--- src/design/sar_cfg.svh ---
`ifndef SAR_CFG_SVH
`define SAR_CFG_SVH

// result word width and index of its most significant bit
`define SAR_WIDTH 8
`define SAR_IDX_W 3
`define SAR_MSB_IDX 3'h7
`define SAR_LSB_IDX 3'h0
`define SAR_IDX_STEP 3'h1

// reset values
`define SAR_RESULT_RST 8'h00
`define SAR_IDX_RST 3'h7
`define SAR_SYNC_RST 2'h0

// two-entry output buffer
`define SAR_BUF_CNT_W 2
`define SAR_BUF_FULL 2'h2
`define SAR_BUF_ONE 2'h1
`define SAR_BUF_EMPTY 2'h0

`endif

--- src/design/sar_pkg.sv ---
`include "sar_cfg.svh"

package sar_pkg;

    typedef logic [`SAR_WIDTH-1:0] sar_word_t;

    typedef logic [`SAR_IDX_W-1:0] sar_idx_t;

    typedef enum logic [1:0] {
        SAR_IDLE = 2'b00,
        SAR_RUN = 2'b01,
        SAR_DONE = 2'b10
    } sar_state_t;

    // one finished conversion as it travels through the buffer
    typedef struct packed {
        sar_word_t bits;
        logic shortened;
    } sar_result_t;

    // synchronised pin inputs
    typedef struct packed {
        logic trigger;
        logic comparator;
        logic master_clear;
    } sar_pins_t;

endpackage : sar_pkg

--- src/design/sar_buf.sv ---
`timescale 1ns/10ps
`include "sar_cfg.svh"

module sar_buf
(
    // clock and reset
    input wire logic ref_clk_in,
    input wire logic nrst_in,
    input wire logic ce_in,
    // filling side
    input wire logic in_valid_in,
    output logic in_ready_out,
    input wire sar_pkg::sar_result_t in_data_in,
    // draining side
    output logic out_valid_out,
    input wire logic out_ready_in,
    output sar_pkg::sar_result_t out_data_out
);
    import sar_pkg::*;

    sar_result_t head_r;
    sar_result_t head_nxt;
    sar_result_t tail_r;
    sar_result_t tail_nxt;
    logic [`SAR_BUF_CNT_W-1:0] cnt_r;
    logic [`SAR_BUF_CNT_W-1:0] cnt_nxt;
    logic push;
    logic pop;

    assign in_ready_out = (cnt_r != `SAR_BUF_FULL);
    assign out_valid_out = (cnt_r != `SAR_BUF_EMPTY);
    assign out_data_out = head_r;
    assign push = in_valid_in && in_ready_out;
    assign pop = out_valid_out && out_ready_in;

    ////////////////////////////////////////////////////////////////////////////////

    always_comb
    begin
        head_nxt = head_r;
        tail_nxt = tail_r;
        cnt_nxt = cnt_r;
        if (push && pop)
        begin
            if (cnt_r == `SAR_BUF_ONE)
                head_nxt = in_data_in;
            else
            begin
                head_nxt = tail_r;
                tail_nxt = in_data_in;
            end
        end
        else if (push)
        begin
            if (cnt_r == `SAR_BUF_EMPTY)
                head_nxt = in_data_in;
            else
                tail_nxt = in_data_in;
            cnt_nxt = cnt_r + `SAR_BUF_ONE;
        end
        else if (pop)
        begin
            head_nxt = tail_r;
            cnt_nxt = cnt_r - `SAR_BUF_ONE;
        end
    end

    always_ff @(posedge ref_clk_in)
    begin
        if (!nrst_in)
        begin
            head_r <= '0;
            tail_r <= '0;
            cnt_r <= `SAR_BUF_EMPTY;
        end
        else if (ce_in)
        begin
            head_r <= head_nxt;
            tail_r <= tail_nxt;
            cnt_r <= cnt_nxt;
        end
    end

endmodule : sar_buf

--- src/design/sar_top.sv ---
`timescale 1ns/10ps
`include "sar_cfg.svh"

module sar_top
#(
    // 1: master-clear variant, 0: feed-forward variant
    parameter bit MASTER_CLEAR_VARIANT = 1'b1
)
(
    // clock, reset, enable
    input wire logic ref_clk_in,
    input wire logic nrst_in,
    input wire logic ce_in,
    // control pins
    input wire logic conversion_trigger_in,
    input wire logic master_clear_in,
    input wire logic length_shortener_in,
    // comparator
    input wire logic comparator_in,
    // results towards the converter and the system
    output sar_pkg::sar_word_t parallel_result_bits_out,
    output logic serial_result_out,
    output logic conversion_done_out,
    output logic busy_out,
    // buffered result words
    output logic result_valid_out,
    input wire logic result_ready_in,
    output sar_pkg::sar_word_t result_word_out,
    output logic result_shortened_out
);
    import sar_pkg::*;

    ////////////////////////////////////////////////////////////////////////////////
    // helpers

    // word with one bit forced to a value
    function automatic sar_word_t sar_set_bit(input sar_word_t w, input sar_idx_t i,
                                              input logic v);
        sar_word_t r;
        r = w;
        r[i] = v;
        return r;
    endfunction : sar_set_bit

    // word with only the given bit high
    function automatic sar_word_t sar_one_hot(input sar_idx_t i);
        sar_word_t r;
        r = `SAR_RESULT_RST;
        r[i] = 1'b1;
        return r;
    endfunction : sar_one_hot

    ////////////////////////////////////////////////////////////////////////////////
    // declarations

    sar_pins_t meta_r;
    sar_pins_t meta_nxt;
    sar_pins_t pins_r;
    sar_pins_t pins_nxt;
    logic trig_prev_r;
    logic trig_prev_nxt;
    logic trig_rise;
    logic clear_active;

    sar_state_t state_r;
    sar_state_t state_nxt;
    sar_word_t result_r;
    sar_word_t result_nxt;
    sar_idx_t idx_r;
    sar_idx_t idx_nxt;
    logic serial_r;
    logic serial_nxt;
    logic done_r;
    logic done_nxt;
    logic done_fall_r;

    logic start_req;
    logic last_step;
    logic step_ok;
    sar_word_t decided;
    sar_result_t push_data;
    logic push_valid;
    logic push_ready;
    sar_result_t pop_data;

    ////////////////////////////////////////////////////////////////////////////////
    // two-stage synchronisers for pin inputs

    always_comb
    begin
        meta_nxt.trigger = conversion_trigger_in;
        meta_nxt.comparator = comparator_in;
        meta_nxt.master_clear = MASTER_CLEAR_VARIANT ? master_clear_in : 1'b0;
        pins_nxt = meta_r;
        trig_prev_nxt = pins_r.trigger;
    end

    always_ff @(posedge ref_clk_in)
    begin
        if (!nrst_in)
        begin
            meta_r <= '0;
            pins_r <= '0;
            trig_prev_r <= 1'b0;
        end
        else if (ce_in)
        begin
            meta_r <= meta_nxt;
            pins_r <= pins_nxt;
            trig_prev_r <= trig_prev_nxt;
        end
    end

    assign trig_rise = pins_r.trigger && !trig_prev_r;
    assign clear_active = MASTER_CLEAR_VARIANT && pins_r.master_clear;

    ////////////////////////////////////////////////////////////////////////////////
    // conversion sequencer

    // shortener comes from the cascade partner's outputs, so it needs no synchroniser
    assign last_step = (idx_r == `SAR_LSB_IDX) || (!MASTER_CLEAR_VARIANT && length_shortener_in);

    // the word being decided this cycle
    always_comb
    begin
        decided = sar_set_bit(result_r, idx_r, pins_r.comparator);
        if (idx_r != `SAR_LSB_IDX)
            decided = sar_set_bit(decided, idx_r - `SAR_IDX_STEP, 1'b1);
    end

    // the last step waits while the output buffer is full
    assign step_ok = !last_step || push_ready;

    always_comb
    begin
        start_req = 1'b0;
        case (state_r)
            SAR_IDLE:
                // feed-forward variant has no stable reset state
                start_req = !MASTER_CLEAR_VARIANT || pins_r.trigger;
            SAR_RUN:
                start_req = trig_rise;
            SAR_DONE:
                start_req = pins_r.trigger;
            default:
                start_req = 1'b0;
        endcase
    end

    always_comb
    begin
        state_nxt = state_r;
        result_nxt = result_r;
        idx_nxt = idx_r;
        serial_nxt = 1'b0;
        done_nxt = done_r;
        push_valid = 1'b0;
        push_data.bits = decided;
        push_data.shortened = (idx_r != `SAR_LSB_IDX);
        if (clear_active)
        begin
            state_nxt = SAR_IDLE;
            result_nxt = `SAR_RESULT_RST;
            idx_nxt = `SAR_IDX_RST;
            done_nxt = 1'b0;
        end
        else if (start_req)
        begin
            // first period: msb set, serial held inactive
            state_nxt = SAR_RUN;
            result_nxt = sar_one_hot(`SAR_MSB_IDX);
            idx_nxt = `SAR_MSB_IDX;
            done_nxt = 1'b0;
        end
        else
        begin
            case (state_r)
                SAR_IDLE:
                begin
                    state_nxt = SAR_IDLE;
                end
                SAR_RUN:
                begin
                    if (step_ok)
                    begin
                        result_nxt = decided;
                        serial_nxt = pins_r.comparator;
                        if (last_step)
                        begin
                            state_nxt = SAR_DONE;
                            done_nxt = 1'b1;
                            push_valid = 1'b1;
                        end
                        else
                            idx_nxt = idx_r - `SAR_IDX_STEP;
                    end
                    else
                        serial_nxt = serial_r;
                end
                SAR_DONE:
                begin
                    // decided bits hold, serial idles after done
                    state_nxt = SAR_DONE;
                end
                default:
                begin
                    state_nxt = SAR_IDLE;
                end
            endcase
        end
    end

    always_ff @(posedge ref_clk_in)
    begin
        if (!nrst_in)
        begin
            state_r <= SAR_IDLE;
            result_r <= `SAR_RESULT_RST;
            idx_r <= `SAR_IDX_RST;
            serial_r <= 1'b0;
            done_r <= 1'b0;
        end
        else if (ce_in)
        begin
            state_r <= state_nxt;
            result_r <= result_nxt;
            idx_r <= idx_nxt;
            serial_r <= serial_nxt;
            done_r <= done_nxt;
        end
    end

    ////////////////////////////////////////////////////////////////////////////////
    // done flag, moved to the falling edge so the result bits settle first

    always_ff @(negedge ref_clk_in)
    begin
        if (!nrst_in)
            done_fall_r <= 1'b0;
        else if (ce_in)
            done_fall_r <= done_r;
    end

    ////////////////////////////////////////////////////////////////////////////////
    // two-entry result buffer

    sar_buf u_buf
    (
        .ref_clk_in(ref_clk_in),
        .nrst_in(nrst_in),
        .ce_in(ce_in),
        .in_valid_in(push_valid && ce_in),
        .in_ready_out(push_ready),
        .in_data_in(push_data),
        .out_valid_out(result_valid_out),
        .out_ready_in(result_ready_in),
        .out_data_out(pop_data)
    );

    ////////////////////////////////////////////////////////////////////////////////
    // outputs

    assign parallel_result_bits_out = result_r;
    assign serial_result_out = serial_r;
    assign conversion_done_out = done_fall_r;
    assign busy_out = (state_r == SAR_RUN);
    assign result_word_out = pop_data.bits;
    assign result_shortened_out = pop_data.shortened;

endmodule : sar_top

--- config.mk ---
export PLATFORM = sky130hd
export DESIGN_NAME = sar_top
export DESIGN_NICKNAME = d
export VERILOG_FILES = /design/src/design/sar_pkg.sv /design/src/design/sar_buf.sv /design/src/design/sar_top.sv
export VERILOG_INCLUDE_DIRS = /design/src /design/src/design
export SDC_FILE = /design/constraint.sdc
export NUM_CORES = 1
export LEC_CHECK = 0
export ABC_CLOCK_PERIOD_IN_PS = 3100
export BUFFER_PORTS_ARGS = -buffer_cell sky130_fd_sc_hd__buf_4
export CAP_MARGIN = 5
export CORE_MARGIN = 8
export CORE_UTILIZATION = 50
export CTS_CLUSTER_SIZE = 25
export DETAILED_ROUTE_END_ITERATION = 10
export PLACE_DENSITY = 0.81
export SLEW_MARGIN = 20
export SYNTH_ARGS = -nofsm -noshare
export SYNTH_HDL_FRONTEND = slang
export SYNTH_HIERARCHICAL = 1
export SYNTH_SLANG_ARGS = --single-unit
export TNS_END_PERCENT = 20
--- constraint.sdc ---
create_clock -name ref_clk_in -period 3.1 [get_ports ref_clk_in]
set_clock_uncertainty 0.15 [all_clocks]
set_input_delay 0 -clock ref_clk_in [delete_from_list [all_inputs] [get_ports ref_clk_in]]
set_output_delay 0 -clock ref_clk_in [all_outputs]
set_load 0.005 [all_outputs]
==> out/metrics.yaml, run 1 <==
dpl.hpwl_um: 3810
core_area_um2: 4660
rows: 25
antenna_found_initial: 0
ys_seq_area_share_pct: 35.9
setup_viol: 0
cpPeakStageDelay_ns: 0.44
power_uw: 976
syn_inst: 274
power_leakage_nw: 1.16
crit_path_end_kind: "flip-flop"
synth_top_area_cell: "dfxtp_1"
period_minus_slack_ns: 2.66
worstPathArrival_ns: 2.74
cts_root_buffer: "clkbuf_8"
grt_pass1_vias: 1917
critPathCapture: "u_buf/out_data_out[6]"
seqCellArea_um2: 861
hold_violations: 0
slew-limit-headroom_pct: 57.2
gp_congestion: 0.869
die_h_um: 85.2
utilization_pct: 58.3
clkTransAtPathRegs_ns: 0.08
io-pin-count: 29
reg2regPathDepth: 10
synth.distinct_cells: 55
maxCapViolCount: 0
drive_gt1_share_pct: 16.7
die_x_um: 85.2
synthesis.nets: 291
powerDensity_nw_per_um2: 359
hold_path_class: "primary input to flip-flop"
start_util_pct: 51.4
required_ns: 3.18
ir_worst_vdd_mv: 0.224
num-nets-final: 316
grt_pass1_wl_um: 9240
synth_warnings: 6
yosys.area.top_type_share_pct: 35.9
critPathMaxFanout: 15
area_delta_synth_final_pct: 13.3
start_kind: "flip-flop"
cts_tree: "done"
final_cells: 353
vias: 2063
via_per_inst: 5.84
crit_slowest_cell: "dfxtp_1"
fill_cells: 407
worst_slew_pin_slew_ns: 0.641
hold_depth: 3
cts_buffers: 5
grt_setup_unrepaired: "no"
postSynthAreaPerCell_um2: 8.75
routed_wl_um: 5440
pre_cts_ws_ns: 0.244
cp_cell_sequence: "inv_1, ha_1, nand3b_1, nor2_1, and3_1, nor2b_1, buf_4, o21a_1, nand2_1, a31oi_1"
ys_ff_latch: 43
r2r_setup_slack_ns: 0.44
dieArea_um2: 7270
grt_remaining_overflow: 0
regToRegEndpoint: "u_buf/out_data_out[6]"
fin_setup_tns_ns: 0
cts_sinks: 43
synthFlopType: "dfxtp_1"
clkLatencyLatePin_ns: 0.29
setup_slack_ns: 0.441
cts.htree.levels: 2
first_pass_iters: 4
drtIter0Drc: 142
fin_area_um2: 2720
insertedDiodeCount: 0
portBuffers: 27
slew_violations: 0
place_area_um2: 2590
rr_startpoint: "idx_r[0]"
yosys-top-cells-area: "dfxtp_1 (36%), mux2i_1 (7.9%), nand2_1 (5.0%)"
outcome: "completed"
ant_nets: 0
placed_cells: 341
grt_max_degree: 32
multi_input_area_um2: 1390
synth_edf_count: 0
critPathKind: "flip-flop to flip-flop"
max_freq_ghz: 0.376
min_period_over_period_pct: 85.8
wire_per_inst_um: 15.4
synth_area_um2: 2400
crit_start: "idx_r[0]"
cts_buffer_depth: 2
track_usage_pct: 15.4
synthArstFlopShare_pct: 0
drcViolationCount: 0
hold_ws_ns: 0.0477
==> Yosys cell counts, types with 2 or more instances <==
master    instances
o21a_1            3
nand3_1           3
and3_1            2
nand3b_1          4
nor3_1            4
a32oi_1           3
o21ai_2           2
a22o_1            7
a31oi_1          14
a311oi_1          3
or3_1             3
buf_4             3
o21ai_0          17
nand2b_1          3
mux2i_1          19
o31ai_1           2
and2_1            3
o221ai_1          2
ha_1              9
inv_2             2
a21oi_1           3
buf_6             2
clkbuf_1          5
dfxtp_1          43
buf_2             4
o21bai_1          3
nand2_1          32
nor2_1           19
nor2b_1          15
o211ai_1          2
a21boi_0          2
inv_1            13
==> final cells by class <==
type,instances,area share [%]
Multi-Input combinational cell,200,51.1
Sequential cell,43,31.7
Timing Repair Buffer,34,9.77
Clock buffer,5,2.53
Tap cell,54,2.49
Inverter,14,1.94
Clock inverter,3,0.461
==> worst max-delay path: cells and delay by family, from the launching register on <==
family	cells	cell delay [ns]
and+or+nand+nor	5	0.82
DFF	1	0.44
adders and majority gates	1	0.29
buffers and inverters	2	0.38
AOI/OAI and AO/OA	2	0.51
==> cells in the final DEF, fill, tap and decap left out, types with 2 or more instances in the layout <==
cell	netlist	final
o31ai_1	2	2
clkbuf_8	0	5
o21ai_2	2	2
dfxtp_1	43	43
o211ai_1	2	2
o21a_1	3	3
nor3_1	4	4
and3_1	2	2
buf_4	3	30
a21oi_1	3	3
a32oi_1	3	3
a31oi_1	14	14
ha_1	9	9
nand2_1	32	32
o21ai_0	17	17
nor2b_1	15	15
a311oi_1	3	3
and2_1	3	3
nand2b_1	3	3
o221ai_1	2	2
nand3b_1	4	4
o21bai_1	3	3
or3_1	3	3
nand3_1	3	3
mux2i_1	19	19
inv_2	2	2
a22o_1	7	7
dlygate4sd3_1	0	4
nor2_1	19	19
a21boi_0	2	2
inv_1	13	13
==> report_power, final <==
| group | total [mW] | internal [mW] | leakage (nW) | switching (mW) |
|---|---|---|---|---|
| combinational | 0.0741 | 0.0315 | 0.766 | 0.0426 |
| clock | 0.335 | 0.152 | 0.0468 | 0.183 |
| sequential | 0.566 | 0.558 | 0.347 | 0.00876 |
==> worst min-delay path by stage <==
stage                          end             startpoint  slack (ns)
finish                    idx_r[0]                  ce_in        0.05
global placement         meta_r[2]  conversion_trigger_in        0.08
global route              idx_r[0]                  ce_in        0.05
CTS                       idx_r[0]                  ce_in        0.04
floorplan           u_buf/cnt_r[1]                  ce_in      -0.005
detailed placement       meta_r[2]  conversion_trigger_in         0.1
==> sequential cells by signal, indices dropped and copies added, names as in the netlist <==
name / flops
conversion_done_out: 1
trig_prev_r: 1
clear_active: 1
u_buf/tail_r: 9
u_buf/cnt_r: 2
idx_r: 3
done_r: 1
meta_r: 3
state_r: 2
pins_r: 1
parallel_result_bits_out: 8
u_buf/out_data_out: 9
serial_result_out: 1
trig_prev_nxt: 1
==> cells by family (layout without fill, tap and decap cells) <==
| family | Yosys count | after routing | share of synthesized area, % |
|---|---|---|---|
| adders and majority gates | 9 | 9 | 4.70 |
| and+or+nand+nor | 98 | 98 | 21.5 |
| DFF | 43 | 43 | 35.9 |
| muxes | 19 | 19 | 7.93 |
| buffers and inverters | 31 | 56 | 6.21 |
| AOI/OAI and AO/OA | 74 | 74 | 23.8 |
==> repair_timing <==
item | 4_1_cts | 5_1_grt
hold buffers | 4 | 0
setup buffers | 0 | 1
gates resized for setup | 0 | 0
endpoints found under the setup margin | 0 | 9
hold endpoints to repair | 27 | 0
==> per-layer routing <==
metal | up-vias | track usage (%) | wire length [um]
li1 | 1030 | - | -
met4 | 0 | 7.12 | 133
met1 | 965 | 18.8 | 2490
met3 | 12 | 3.28 | 269
met2 | 56 | 25.1 | 2550
met5 | - | 0 | 0
Power figures use the tool's default switching activity.
==> run 2: changes to the inputs <==
ABC_AREA = 1   (was unset)
SYNTH_HIERARCHICAL = unset   (was 1)
==> run 2 against run 1 <==
Against the previous run: final area rose by 9.7%; combinational power rose to 2.8 times the previous value; highest routed layer unchanged; global-route usage up 1.6 points; synthesized cell count is 54% higher; critical endpoint is now conversion_done_out; register-to-register slack improved by 0.27 ns; worst hold slack lost 0.0049 ns; setup slack improved by 0.19 ns; first-iteration DRC count increased by 45%; area after synthesis is 8.3% higher; clock power is 12% higher.
==> out/metrics.yaml, run 2 <==
setup_viol: 0  # unchanged
yosysMostFrequentCell: "nand2_1"
worst_slew_pin_slew_ns: 0.598  # -0.0428 ns
maxCapViolCount: 0  # unchanged
dieArea_um2: 7750  # +6.7%
grt_remaining_overflow: 0  # unchanged
drive_gt1_share_pct: 11.1  # -5.6 points
post-cts-setup-buffer-count: 0  # unchanged
antenna_found_initial: 0  # unchanged
path_delay_family: "flip-flops"
ys_ff_latch: 43  # unchanged
synthFlopType: "dfxtp_1"
num-nets-final: 466  # +47%
cts_tree: "done"
synth_edf_count: 0  # unchanged
synthArstFlopShare_pct: 0  # unchanged
start_kind: "flip-flop"
required_ns: 2.95  # -0.23 ns
dpl.hpwl_um: 4480  # +18%
utilization_pct: 58.7  # +0.45 points
die_h_um: 88.1  # +3.3%
area_delta_synth_final_pct: 14.7
syn_inst: 423  # +54%
synth_warnings: 0  # -6
slew_violations: 0  # unchanged
cpPeakStageDelay_ns: 0.30  # -0.14 ns
wire_per_inst_um: 11.8  # -23%
grt_setup_unrepaired: "no"
p_clk_share_pct: 31.8  # -2.5 points
final_cells: 520  # +47%
layout_commonest_cell: "nand2_1"
rows: 26  # +4.0%
critPathMaxFanout: 2  # -13
crit_slowest_cell: "dfxtp_1"
die_x_um: 88.1  # +3.3%
slew-limit-headroom_pct: 60.0  # +2.8 points
first_pass_iters: 4  # unchanged
comb_power_share_pct: 17.7  # +10 points
power_leakage_nw: 1.45  # +25%
power.share.sequential_pct: 50.4  # -7.7 points
track_usage_pct: 17.0  # +1.6 points
io-pin-count: 29  # unchanged
cts.htree.levels: 2  # unchanged
synth_area_um2: 2600  # +8.3%
ant_nets: 0  # unchanged
placed_cells: 505  # +48%
grt_pass1_wl_um: 10700  # +16%
vias: 2655  # +29%
cts_buffer_depth: 2  # unchanged
clkTransAtPathRegs_ns: 0.08  # about the same
insertedDiodeCount: 0  # unchanged
worstPathArrival_ns: 2.32  # -0.42 ns
cp_num_buf_inv: 1  # -1
fill_cells: 524  # +29%
yosys.area.top_type_share_pct: 33.2  # -2.8 points
cts_root_buffer: "clkbuf_8"
ys_seq_area_share_pct: 33.2  # -2.8 points
outcome: "completed"
via_per_inst: 5.11  # -13%
critPathKind: "flip-flop to output port"
postSynthAreaPerCell_um2: 6.14  # -30%
cts_sinks: 43  # unchanged
start_util_pct: 51.2  # -0.28 points
switching_share_pct: 29.9  # +5.8 points
ir_worst_vdd_mv: 0.280  # +25%
drtIter0Drc: 206  # +45%
r2r_setup_slack_ns: 0.71  # +0.27 ns
final_cell_mix: "nand2_1 (106), nor2_1 (77), inv_1 (53), nand3_1 (49), dfxtp_1 (43)"
yosys-top-cells-area: "dfxtp_1 (33%), nand2_1 (15%), nor2_1 (11%)"
power.net_switching_uw: 352  # +50%
power_mw: 1.18  # +21%
synth.distinct_cells: 26  # -53%
core_area_um2: 5070  # +8.9%
hold_path_class: "primary input to flip-flop"
hold_violations: 0  # unchanged
drcViolationCount: 0  # unchanged
yosys-top-cells-count: "nand2_1 (106), nor2_1 (77), inv_1 (52)"
portBuffers: 27  # unchanged
synthesis.nets: 440  # +51%
cts_buffers: 5  # unchanged
routed_wl_um: 6130  # +13%
gp_congestion: 0.940  # +8.2%
p_int_uw: 828  # +12%
fin_setup_tns_ns: 0  # unchanged
grt_pass1_vias: 2439  # +27%
grt_max_degree: 31  # -3.1%
synth_top_area_cell: "dfxtp_1"
crit_path_end_kind: "output port"
powerDensity_nw_per_um2: 396  # +10%
cp_cell_sequence: "buf_4"
clkLatencyLatePin_ns: 0.29  # about the same
[run 2: cell types whose count changed in the layout (fill, tap and decap cells not counted), sizes merged, moves of 14 or more]
cell,delta
nand2,+76
nor2,+60
nand3,+48
inv,+44
mux2i,-19
a21oi,+18
nor2b,-15
a31oi,-14
[run 2: routing by layer]
layer / global-route usage (%) / share of wire [%] / vias to the layer above
li1: - / - / 1374
met1: 19.8 / 44 / 1208
met2: 30.4 / 50 / 65
met3: 3.19 / 4.7 / 8
met4: 5.68 / 1.1 / 0
met5: 0 / 0 / -
[run 2: stage by stage]
stage	setup slack (ns)	hold WS, ns	cell area [um2]
after floorplan	0.900	-0.0151	2600
after global placement	0.815	0.0719	2810
after detailed placement	0.770	0.0811	2810
after CTS	0.618	0.0316	2980
after global routing	0.477	0.0471	2980
final	0.628	0.0428	2980
[run 2: logic make-up after synthesis]
family / after synthesis / share of synthesized area (%)
buffers and inverters: 75 / 11.7
AND/OR/NAND/NOR: 246 / 40.3
flip-flops: 43 / 33.2
AO/OA/AOI/OAI: 49 / 10.1
adder cells (fa/ha/maj): 9 / 4.34
XOR/XNOR: 1 / 0.337
[run 2: power groups by stage]
stage	combinational [mW]	clock (mW)	sequential [mW]
global route	0.240	0.412	0.600
global placement	0.196	0.00404	0.607
finish	0.209	0.376	0.595
floorplan	0.152	0.00404	0.597
detailed placement	0.200	0.00404	0.608
CTS	0.209	0.388	0.596
[run 2: worst paths after layout]
check                              to                start  cells after the start
setup / recovery  conversion_done_out  conversion_done_out                      1
hold / removal               idx_r[0]              nrst_in                      3
setup reg to reg       u_buf.cnt_r[1]             idx_r[0]                      9
hold reg to reg                done_r               done_r                      2
[run 2: layout make-up]
cell class                 count  area [um2]  share of cell area, %
multi-input combinational    305        1430                   48.0
tap                           70        87.6                   2.94
clock inverter                 3        16.3                  0.546
timing repair buffer          35         280                   9.41
inverter                      58         220                   7.39
clock buffer                   6        82.6                   2.77
sequential                    43         861                   28.9
[run 2: worst register-to-register path: stages (launching register included)]
cell and delay [ns]:
dfxtp_1 0.41, inv_2 0.20, ha_1 0.22, nand2_2 0.12, nor2_4 0.15, nand4_1 0.50, nand2_1 0.33, nand2_1 0.06
o21ai_0 0.07, nor2_1 0.05
[run 2: repair_timing]
action,in CTS,in global routing
resized for setup,0,0
endpoints found under the hold margin,6,0
hold buffers,7,0
